## config.mk

```make
export PLATFORM = sky130hd
export DESIGN_NAME = mpc_top
export DESIGN_NICKNAME = d
export VERILOG_FILES = /design/src/core/mpc_pkg.sv /design/src/core/mpc_top.sv
export SDC_FILE = /design/constraint.sdc
export NUM_CORES = 1
export LEC_CHECK = 0
export BUFFER_PORTS_ARGS = -buffer_cell sky130_fd_sc_hd__buf_2
export CELL_PAD_IN_SITES_DETAIL_PLACEMENT = 1
export CELL_PAD_IN_SITES_GLOBAL_PLACEMENT = 1
export CORE_AREA = 2 2 102 104
export CTS_BUF_LIST = sky130_fd_sc_hd__clkbuf_2
export DETAILED_ROUTE_END_ITERATION = 10
export DIE_AREA = 0 0 104 106
export PLACE_DENSITY = 0.82
export SYNTH_ARGS = -nofsm -noshare
export SYNTH_HDL_FRONTEND = slang
export SYNTH_SLANG_ARGS = --single-unit
```

## constraint.sdc

```tcl
create_clock -name clk -period 5.2 [get_ports clk]
set_input_delay 0 -clock clk [delete_from_list [all_inputs] [get_ports clk]]
set_output_delay 0 -clock clk [all_outputs]
set_load 0.005 [all_outputs]
```

## src/core/mpc_pkg.sv

```systemverilog
// Package for the multi-port pin configuration block: widths, reset values, structs.
// Assumes a single core clock domain and plain ports for all control bits.
package mpc_pkg;

    // ****************************************************************
    // Port widths
    // ****************************************************************
    localparam int ANA_CAP_W   = 4;
    localparam int FIX_OUT_W   = 8;
    localparam int ANA_ONLY_W  = 3;
    localparam int BIDIR_W     = 8;
    localparam int FIX_IN_W    = 8;

    // ****************************************************************
    // Reset values and special bit positions
    // ****************************************************************
    localparam logic [BIDIR_W-1:0]   BIDIR_DIR_RST  = 8'h00;
    localparam logic [BIDIR_W-1:0]   BIDIR_DATA_RST = 8'h00;
    localparam logic [FIX_OUT_W-1:0] FIX_OUT_RST    = 8'h00;
    localparam logic [ANA_CAP_W-1:0] ANA_DIG_RST    = 4'h0;
    localparam logic [1:0]           SYNC_RST       = 2'h0;
    localparam int PWM1_BIT      = 1;
    localparam int PWM2_BIT      = 2;
    localparam int I2C_SCL_BIT   = 3;
    localparam int I2C_SDA_BIT   = 4;
    localparam int IR_BIT        = 0;
    localparam int KB_CLK_BIT    = 6;
    localparam int KB_DATA_BIT   = 7;
    localparam int REFRESH_PER_NS = 1000;
    localparam int CLK_PER_NS     = 5;
    localparam int REFRESH_CYC    = REFRESH_PER_NS / CLK_PER_NS;

    // ****************************************************************
    // Carriers
    // ****************************************************************
    typedef struct packed {
        logic                 wr;
        logic [BIDIR_W-1:0]   val;
    } mpc_wr_s;

    typedef struct packed {
        logic                 set_hi;
        logic                 set_lo;
        logic [2:0]           idx;
    } mpc_pin_op_s;

    typedef struct packed {
        logic                 ir;
        logic                 kb_clk;
        logic                 kb_data;
    } mpc_special_s;

endpackage

```

## src/core/mpc_top.sv

```systemverilog
// Pin configuration logic: analog-capable, fixed output, analog-only,
// bidirectional and fixed input ports. Control arrives on plain ports,
// pins are treated as asynchronous raw levels; digital reads are synchronised here, the analogue outputs pass the raw pins.
`timescale 1ns/100ps
`default_nettype none

// Behaviour
// - Four analog pins, readable as digital
// - Eight fixed outputs, direction never changes
// - Three analog-only pins, no digital path
// - Bidirectional pins reset as inputs, per-pin output
// - Fixed-input port unqualified; bidir needs select
// - Direction mask: 1 output, 0 input
// - Tristate mask inverted: 1 input, 0 output
// - Tristate register periodically refreshed from setting
// - Data write drives output-configured pins
// - Single-pin set makes output and drives level
// - Bits 1,2 PWM; bits 3,4 I2C
// - Fixed-input bits 0,6,7 feed IR, keyboard
// - Analog-capable digital use: level sampling only
module mpc_top (
    input  wire logic                         clk,
    input  wire logic                         reset,
    input  wire logic                         ce,
    // Fixed output port
    input  wire mpc_pkg::mpc_wr_s             fix_out_wr,
    output logic [mpc_pkg::FIX_OUT_W-1:0]     fixed_output_port_o,
    // Analog-capable port
    input  wire logic [mpc_pkg::ANA_CAP_W-1:0]  ana_cap_pin_i,
    output logic [mpc_pkg::ANA_CAP_W-1:0]     ana_cap_level,
    output logic [mpc_pkg::ANA_CAP_W-1:0]     ana_cap_adc,
    // Analog-only port
    input  wire logic [mpc_pkg::ANA_ONLY_W-1:0] analog_only_port_i,
    output logic [mpc_pkg::ANA_ONLY_W-1:0]    analog_only_adc,
    // Bidirectional port control
    input  wire mpc_pkg::mpc_wr_s             dir_wr,
    input  wire mpc_pkg::mpc_wr_s             tris_wr,
    input  wire mpc_pkg::mpc_wr_s             tris_raw_wr,
    input  wire mpc_pkg::mpc_wr_s             bidir_data_wr,
    input  wire mpc_pkg::mpc_pin_op_s         pin_op,
    input  wire logic                         pwm_en,
    input  wire logic                         i2c_target_enable_cmd,
    input  wire logic [1:0]                   pwm_i,
    input  wire logic                         i2c_scl_oe_i,
    input  wire logic                         i2c_sda_oe_i,
    // Bidirectional pins
    input  wire logic [mpc_pkg::BIDIR_W-1:0]  bidir_pin_i,
    output logic [mpc_pkg::BIDIR_W-1:0]       bidir_pin_o,
    output logic [mpc_pkg::BIDIR_W-1:0]       bidir_pin_oe,
    output logic [mpc_pkg::BIDIR_W-1:0]       bidir_dir,
    output logic [mpc_pkg::BIDIR_W-1:0]       bidir_tris_hw,
    output logic                              i2c_scl_in,
    output logic                              i2c_sda_in,
    // Input reads
    input  wire logic                         rd_sel_bidir,
    output logic [mpc_pkg::FIX_IN_W-1:0]      rd_data,
    // Fixed input port
    input  wire logic [mpc_pkg::FIX_IN_W-1:0] fixed_input_port_i,
    output mpc_pkg::mpc_special_s             special_in
);
    import mpc_pkg::*;

    // ****************************************************************
    // Synchronisers
    // ****************************************************************
    logic [FIX_IN_W-1:0]  fin_s1_r, fin_s2_r, fin_s1_nxt, fin_s2_nxt;
    logic [BIDIR_W-1:0]   bin_s1_r, bin_s2_r, bin_s1_nxt, bin_s2_nxt;
    logic [ANA_CAP_W-1:0] ain_s1_r, ain_s2_r, ain_s1_nxt, ain_s2_nxt;

    always_comb begin
        fin_s1_nxt = fixed_input_port_i;
        fin_s2_nxt = fin_s1_r;
        bin_s1_nxt = bidir_pin_i;
        bin_s2_nxt = bin_s1_r;
        ain_s1_nxt = ana_cap_pin_i;
        ain_s2_nxt = ain_s1_r;
    end

    always_ff @(posedge clk or posedge reset) begin
        if (reset) begin
            fin_s1_r <= '0;
            fin_s2_r <= '0;
            bin_s1_r <= '0;
            bin_s2_r <= '0;
            ain_s1_r <= '0;
            ain_s2_r <= '0;
        end else if (ce) begin
            fin_s1_r <= fin_s1_nxt;
            fin_s2_r <= fin_s2_nxt;
            bin_s1_r <= bin_s1_nxt;
            bin_s2_r <= bin_s2_nxt;
            ain_s1_r <= ain_s1_nxt;
            ain_s2_r <= ain_s2_nxt;
        end
    end

    // ****************************************************************
    // Configuration registers
    // ****************************************************************
    logic [BIDIR_W-1:0]   dir_r, dir_nxt;
    logic [BIDIR_W-1:0]   data_r, data_nxt;
    logic [BIDIR_W-1:0]   tris_hw_r, tris_hw_nxt;
    logic [FIX_OUT_W-1:0] fout_r, fout_nxt;
    logic [7:0]           refresh_cnt_r, refresh_cnt_nxt;

    always_comb begin
        dir_nxt         = dir_r;
        data_nxt        = data_r;
        fout_nxt        = fout_r;
        tris_hw_nxt     = tris_hw_r;
        refresh_cnt_nxt = refresh_cnt_r + 8'h01;
        if (fix_out_wr.wr) begin
            fout_nxt = fix_out_wr.val;
        end
        if (dir_wr.wr) begin
            dir_nxt = dir_wr.val;
        end else if (tris_wr.wr) begin
            dir_nxt = ~tris_wr.val;
        end
        if (bidir_data_wr.wr) begin
            data_nxt = bidir_data_wr.val;
        end
        if (pin_op.set_hi || pin_op.set_lo) begin
            dir_nxt[pin_op.idx]  = 1'b1;
            data_nxt[pin_op.idx] = pin_op.set_hi;
        end
        // Raw pokes land briefly, then the stored setting wins again
        if (refresh_cnt_r == 8'(REFRESH_CYC - 1)) begin
            refresh_cnt_nxt = 8'h00;
            tris_hw_nxt     = ~dir_nxt;
        end else if (tris_raw_wr.wr) begin
            tris_hw_nxt = tris_raw_wr.val;
        end else if (dir_wr.wr || tris_wr.wr || pin_op.set_hi || pin_op.set_lo) begin
            tris_hw_nxt = ~dir_nxt;
        end
    end

    always_ff @(posedge clk or posedge reset) begin
        if (reset) begin
            dir_r         <= BIDIR_DIR_RST;
            data_r        <= BIDIR_DATA_RST;
            fout_r        <= FIX_OUT_RST;
            tris_hw_r     <= ~BIDIR_DIR_RST;
            refresh_cnt_r <= 8'h00;
        end else if (ce) begin
            dir_r         <= dir_nxt;
            data_r        <= data_nxt;
            fout_r        <= fout_nxt;
            tris_hw_r     <= tris_hw_nxt;
            refresh_cnt_r <= refresh_cnt_nxt;
        end
    end

    // ****************************************************************
    // Pin drive
    // ****************************************************************
    always_comb begin
        // Pin drive follows the hardware tristate register
        bidir_pin_oe = ~tris_hw_r;
        bidir_pin_o  = data_r;
        if (pwm_en) begin
            bidir_pin_oe[PWM1_BIT] = 1'b1;
            bidir_pin_oe[PWM2_BIT] = 1'b1;
            bidir_pin_o[PWM1_BIT]  = pwm_i[0];
            bidir_pin_o[PWM2_BIT]  = pwm_i[1];
        end
        if (i2c_target_enable_cmd) begin
            // Open drain: drive low only
            bidir_pin_oe[I2C_SCL_BIT] = i2c_scl_oe_i;
            bidir_pin_oe[I2C_SDA_BIT] = i2c_sda_oe_i;
            bidir_pin_o[I2C_SCL_BIT]  = 1'b0;
            bidir_pin_o[I2C_SDA_BIT]  = 1'b0;
        end
    end

    assign i2c_scl_in          = bin_s2_r[I2C_SCL_BIT];
    assign i2c_sda_in          = bin_s2_r[I2C_SDA_BIT];
    assign bidir_dir           = dir_r;
    assign bidir_tris_hw       = tris_hw_r;
    assign fixed_output_port_o = fout_r;

    // ****************************************************************
    // Inputs and analogue routing
    // ****************************************************************
    // Fixed-input port is the default; bidir port only when selected
    assign rd_data = rd_sel_bidir ? bin_s2_r : fin_s2_r;

    assign special_in.ir      = fin_s2_r[IR_BIT];
    assign special_in.kb_clk  = fin_s2_r[KB_CLK_BIT];
    assign special_in.kb_data = fin_s2_r[KB_DATA_BIT];

    // Level only: no edge counting or pulse timing on these pins
    assign ana_cap_level   = ain_s2_r;
    assign ana_cap_adc     = ana_cap_pin_i;
    assign analog_only_adc = analog_only_port_i;

endmodule

`default_nettype wire

```

[After elaboration in Yosys (flattened, before gate mapping)]
Index checks and enable logic that the tools add are counted.
Cells by class
  mux-type cells: 17
  eq/ne operators: 1
  bitwise logic cells: 4
  magnitude comparators: 2
  reductions and logical operators: 8
  add/sub/neg operators: 1
Operator list (count)
  two-way mux 8 bit: 10
  NOT 8 bit: 3
  adder 8 x 1 -> 8 bit, second input constant: 1
  bitwise mux 8 bit: 1
  == test 8 bit, second input constant: 1
  two-way mux 2 bit: 4
  OR 8 bit: 1
  logical OR 1 bit: 4
  < comparator 3 x 4 -> 1 bit, second input constant: 1
  AND reduction 2 bit: 2
  demux 1 bit (select 3 bit): 1
  >= comparator 3 x 1 -> 1 bit, second input constant: 1
  nonzero test 3 bit: 1
  logical AND 1 bit: 1
  two-way mux 1 bit: 1
Word-level totals
  word-level logic and storage cells: 44
  input bits: 83
  bits in registers: 80
  output and inout bits: 64

[Logic depth before layout (Yosys ltp)]
  word-level depth: 10
  depth in mapped cells: 6
  mapped depth without buffers: 5

[Worst setup path before layout]
OpenSTA, ideal clock, no wires.
  path type: register to register
  start: register refresh_cnt_r[3]
  end: register tris_hw_r[1] (netlist: bidir_tris_hw[1])
  setup slack: 3.373 ns
  clock period less this slack: 1.827 ns
  data required time: 5.139 ns
  data arrival time: 1.766 ns
  library setup time: 0.061 ns
  buffers on the path: 1
  stages on the path, launching flop included: 6
  path through: dfrtp_1 > or4b_1 > buf_6 > o21a_4 > o41ai_1 > mux2_1
Between the ends
  longest elaborated chain between the ends: 3
  elaborated cells between the ends (all ways): 4
  those cells by class: eq/ne: 1; mux: 1; reduce/logical: 2
RTL lines
  start: declaration: RTL line mpc_top.sv:104  | logic [7:0] refresh_cnt_r, refresh_cnt_nxt;
  start signal: assignment: RTL line mpc_top.sv:150  | refresh_cnt_r <= refresh_cnt_nxt;
  == test 8 bit *: RTL line mpc_top.sv:128  | if (refresh_cnt_r == 8'(REFRESH_CYC - 1)) begin
  nonzero test 3 bit (no source line)
  AND reduction 2 bit (no source line)
  end signal: assignment: RTL line mpc_top.sv:143  | tris_hw_r <= ~BIDIR_DIR_RST;
  end signal: assignment: RTL line mpc_top.sv:149  | tris_hw_r <= tris_hw_nxt;
  end: declaration: RTL line mpc_top.sv:102  | logic [BIDIR_W-1:0] tris_hw_r, tris_hw_nxt;
Every way passes the cells marked *; elsewhere a longest branch is shown, timed or not.
A chain may end at the register's enable or synchronous reset.

[Worst setup path after layout]
  start: register refresh_cnt_r[3]
  end: register tris_hw_r[0] (netlist: bidir_tris_hw[0])
The elaborated chain is that of the path after synthesis.

==> flow_metrics.tcl <==
set metrics [dict create \
    max_stage_delay_ns 0.76 \
    coreArea_um2 10000 \
    place.gp.congestion 0.839 \
    first_iter_violations 139 \
    drv_slew 0 \
    htreeDepth 3 \
    initial_utilization_pct 39.1 \
    cts_buffer_depth 2 \
    leakage_nw 2.60 \
    cts.sinks 80 \
    ys_ff_latch 80 \
    grt_pass1_vias 3940 \
    rows 37 \
    drt-total-wl_um 13500 \
    fin_nets 635 \
    pin_count 147 \
    tightest_slew_ns 1.03 \
    arrival_ns 3.59 \
    period_share_pct 59.6 \
    area_delta_synth_final_pct 46.9 \
    viasPerCell 5.20 \
    holdWs_ns 0.0000110 \
    grtUsageTotal_pct 25.1 \
    reg2regPathDepth 6 \
    grt_overflow 0 \
    dp_cells 580 \
    min-delay-start "analog_only_port_i[2]" \
    die_h_um 106 \
    vias 3602 \
    cts.repair.resized 0 \
    slew_headroom_pct 31.6 \
    routedWlPerCell_um 19.5 \
    dieWidth_um 104 \
    drt_pass1_iterations 4 \
    cts_buffers 9 \
    drc_errors 0 \
    path_common_cell "dlygate4sd3_1" \
    ys.flop_type "dfrtp_1" \
    hold_path_depth 0 \
    synth_seq_area_share_pct 51.5 \
    max-cap-violations 0 \
    critPathCaptureType "register" \
    min_period_ns 3.10 \
    startpoint "refresh_cnt_r[3]$_DFFE_PP0P_" \
    cts_tree "done" \
    max_freq_mhz 323 \
    syn_inst 332 \
    setup_viol 0 \
    status "finished clean" \
    hold_viol_final 0 \
    numPortBuffers 140 \
    grt_max_degree 81 \
    synth_edf_count 0 \
    clk_latency_ns 0.55 \
    antenna_found_initial 1 \
    die_area_um2 11000 \
    finalSetupTns_ns 0 \
    slowest_stage "or4b_1" \
    fin_worst_skew_ns 0.0411 \
    drive_gt1_share_pct 41.0 \
    startpoint_type "register" \
    r2r-start "refresh_cnt_r[3]$_DFFE_PP0P_" \
    pre_cts_ws_ns 3.06 \
    cp.required_ns 5.69 \
    rsz0062_at_grt "false" \
    stdcell_count 693 \
    syn_nets 416 \
    crit_fanout 10 \
    synth.distinct_cells 36 \
    p_per_area_nw_per_um2 287 \
    synth_async_sr_flop_share_pct 100 \
    setup_ws_ns 2.10 \
    hold_path_class "in -> out" \
    grt_pass1_wl_um 21600 \
    drt.antenna.violating_nets 0 \
    cp_cell_sequence "or4b_1 > o211ai_1 > dlygate4sd3_1 > o41ai_1 > dlygate4sd3_1 > mux2_1" \
    ys_warn_count 0 \
    worst-setup-path-type "reg -> reg" \
    post-dp-hpwl_um 7410 \
    synth_area_um2 3910 \
    ir_worst_vdd_v 0.000149 \
    syn_area_per_cell_um2 11.8 \
    cts_root_buf "clkbuf_2" \
    report.power.total_mw 1.65 \
    clkTransAtPathRegs_ns 0.22 \
]
## stage by stage
stage          instance area (µm²)  util (%)
2_1_floorplan                 3910         -
3_3_place_gp                  4620      46.2
3_5_place_dp                  4620      46.2
4_1_cts                       5740      57.4
5_1_grt                       5740      57.4
6_report                      5740      57.4
## kinds of logic after synthesis
kind of cell | share of synthesized area (%)
buffers and inverters | 5.86
and+or+nand+nor | 7.53
muxes | 21.4
AOI/OAI and AO/OA | 12.5
adders and majority gates | 0.320
xor gates and xnor gates | 0.897
DFF | 51.5
## Yosys cell counts (all sizes together) (2+ instances only)
library cell,instances,area [µm²]
o211ai,8,60.1
nand4,2,12.5
nand2,17,63.8
o21ai,21,105
xnor2,3,26.3
mux2,67,754
o41ai,8,70.1
mux2i,8,80.1
nor2b,3,18.8
buf,16,120
o31ai,9,81.3
dfstp,8,210
nor3,3,15.0
clkbuf,14,52.6
nand3,2,10.0
nand2b,4,25.0
a211oi,8,60.1
nor2,18,75.1
and2,8,50.1
dfrtp,72,1800
a22o,9,78.8
inv,15,56.3
## repair_timing
| action | 4_1_cts | 5_1_grt |
|---|---|---|
| hold buffers | 96 | 0 |
| hold endpoints to repair | 124 | 0 |
| buffers inserted | 0 | 0 |
| setup endpoints to repair | 0 | 0 |
## worst paths after layout
check / endpoint / slack, ns
hold / removal: analog_only_adc[2] / 0.00001
setup / recovery: bidir_tris_hw[0]$_DFFE_PP1P_ / 2.10
max in group asynchronous: bidir_dir[3]$_DFFE_PP0P_ / 4.23
hold reg to reg: fin_s2_r[0]$_DFFE_PP0P_ / 0.51
min in group asynchronous: bin_s1_r[0]$_DFFE_PP0P_ / 0.30
setup reg to reg: bidir_tris_hw[0]$_DFFE_PP1P_ / 2.10
## routing by layer
metal  part of all wire, %  GRT usage (%)  vias to the layer above  routed length (µm)
li1                      -              -                     1617                   -
met1                    39           27.4                     1811                5250
met2                    52           45.5                      141                7030
met3                   5.9           6.01                       33                 794
met4                   3.4           12.4                        0                 456
met5                     0              0                        -                   0
## critical path: cells and delay by family (launching register included)
family,cells,cell delay [ns]
buffers and inverters,2,1.21
DFF,1,0.47
muxes,1,0.28
AOI/OAI and AO/OA,2,0.34
and+or+nand+nor,1,0.76
## layout make-up
cell class	instances	area (µm²)
fillers	1085	4260
clock inverters	7	110
diodes	1	2.50
multi-input cells	207	1670
repair buffers	238	1680
clock buffers	9	45.0
flip-flops and latches	80	2010
well taps	136	170
inverters	15	57.6
## power by group
| group | internal (mW) | total (mW) | leakage (nW) | switching, mW |
|---|---|---|---|---|
| combinational | 0.234 | 0.415 | 1.57 | 0.181 |
| sequential | 0.727 | 0.802 | 0.944 | 0.0755 |
| clock | 0.203 | 0.430 | 0.0870 | 0.227 |
| total | 1.16 | 1.65 | 2.60 | 0.484 |
## cells in the final DEF (no fill, tap or decap), types with 2 or more instances in the layout
cell type      instances
clkinv_2               2
nor3_1                 3
mux2_1                 8
dlygate4sd3_1         96
o31ai_1                8
nor2_1                17
nand2_1               17
a22o_1                 9
mux2_2                59
nand2b_1               4
o211ai_1               8
o41ai_1                8
buf_4                  2
nand3_1                2
mux2i_1                8
buf_2                140
dfrtp_1               72
a211oi_1               8
clkinv_1               2
nor2b_1                3
o21ai_0               21
nand4_1                2
xnor2_1                3
clkbuf_2               9
dfstp_2                8
and2_1                 8
inv_1                 14
bufinv_16              3
## flip-flops by register name (all words and copies together), names as in the netlist
signal,flops
bin_s2_r,8
fin_s2_r,8
bidir_dir,8
fin_s1_r,8
bin_s1_r,8
bidir_tris_hw,8
ana_cap_level,4
ain_s1_r,4
fixed_output_port_o,8
refresh_cnt_r,8
data_r,8
Power figures use the tool's default switching activity.
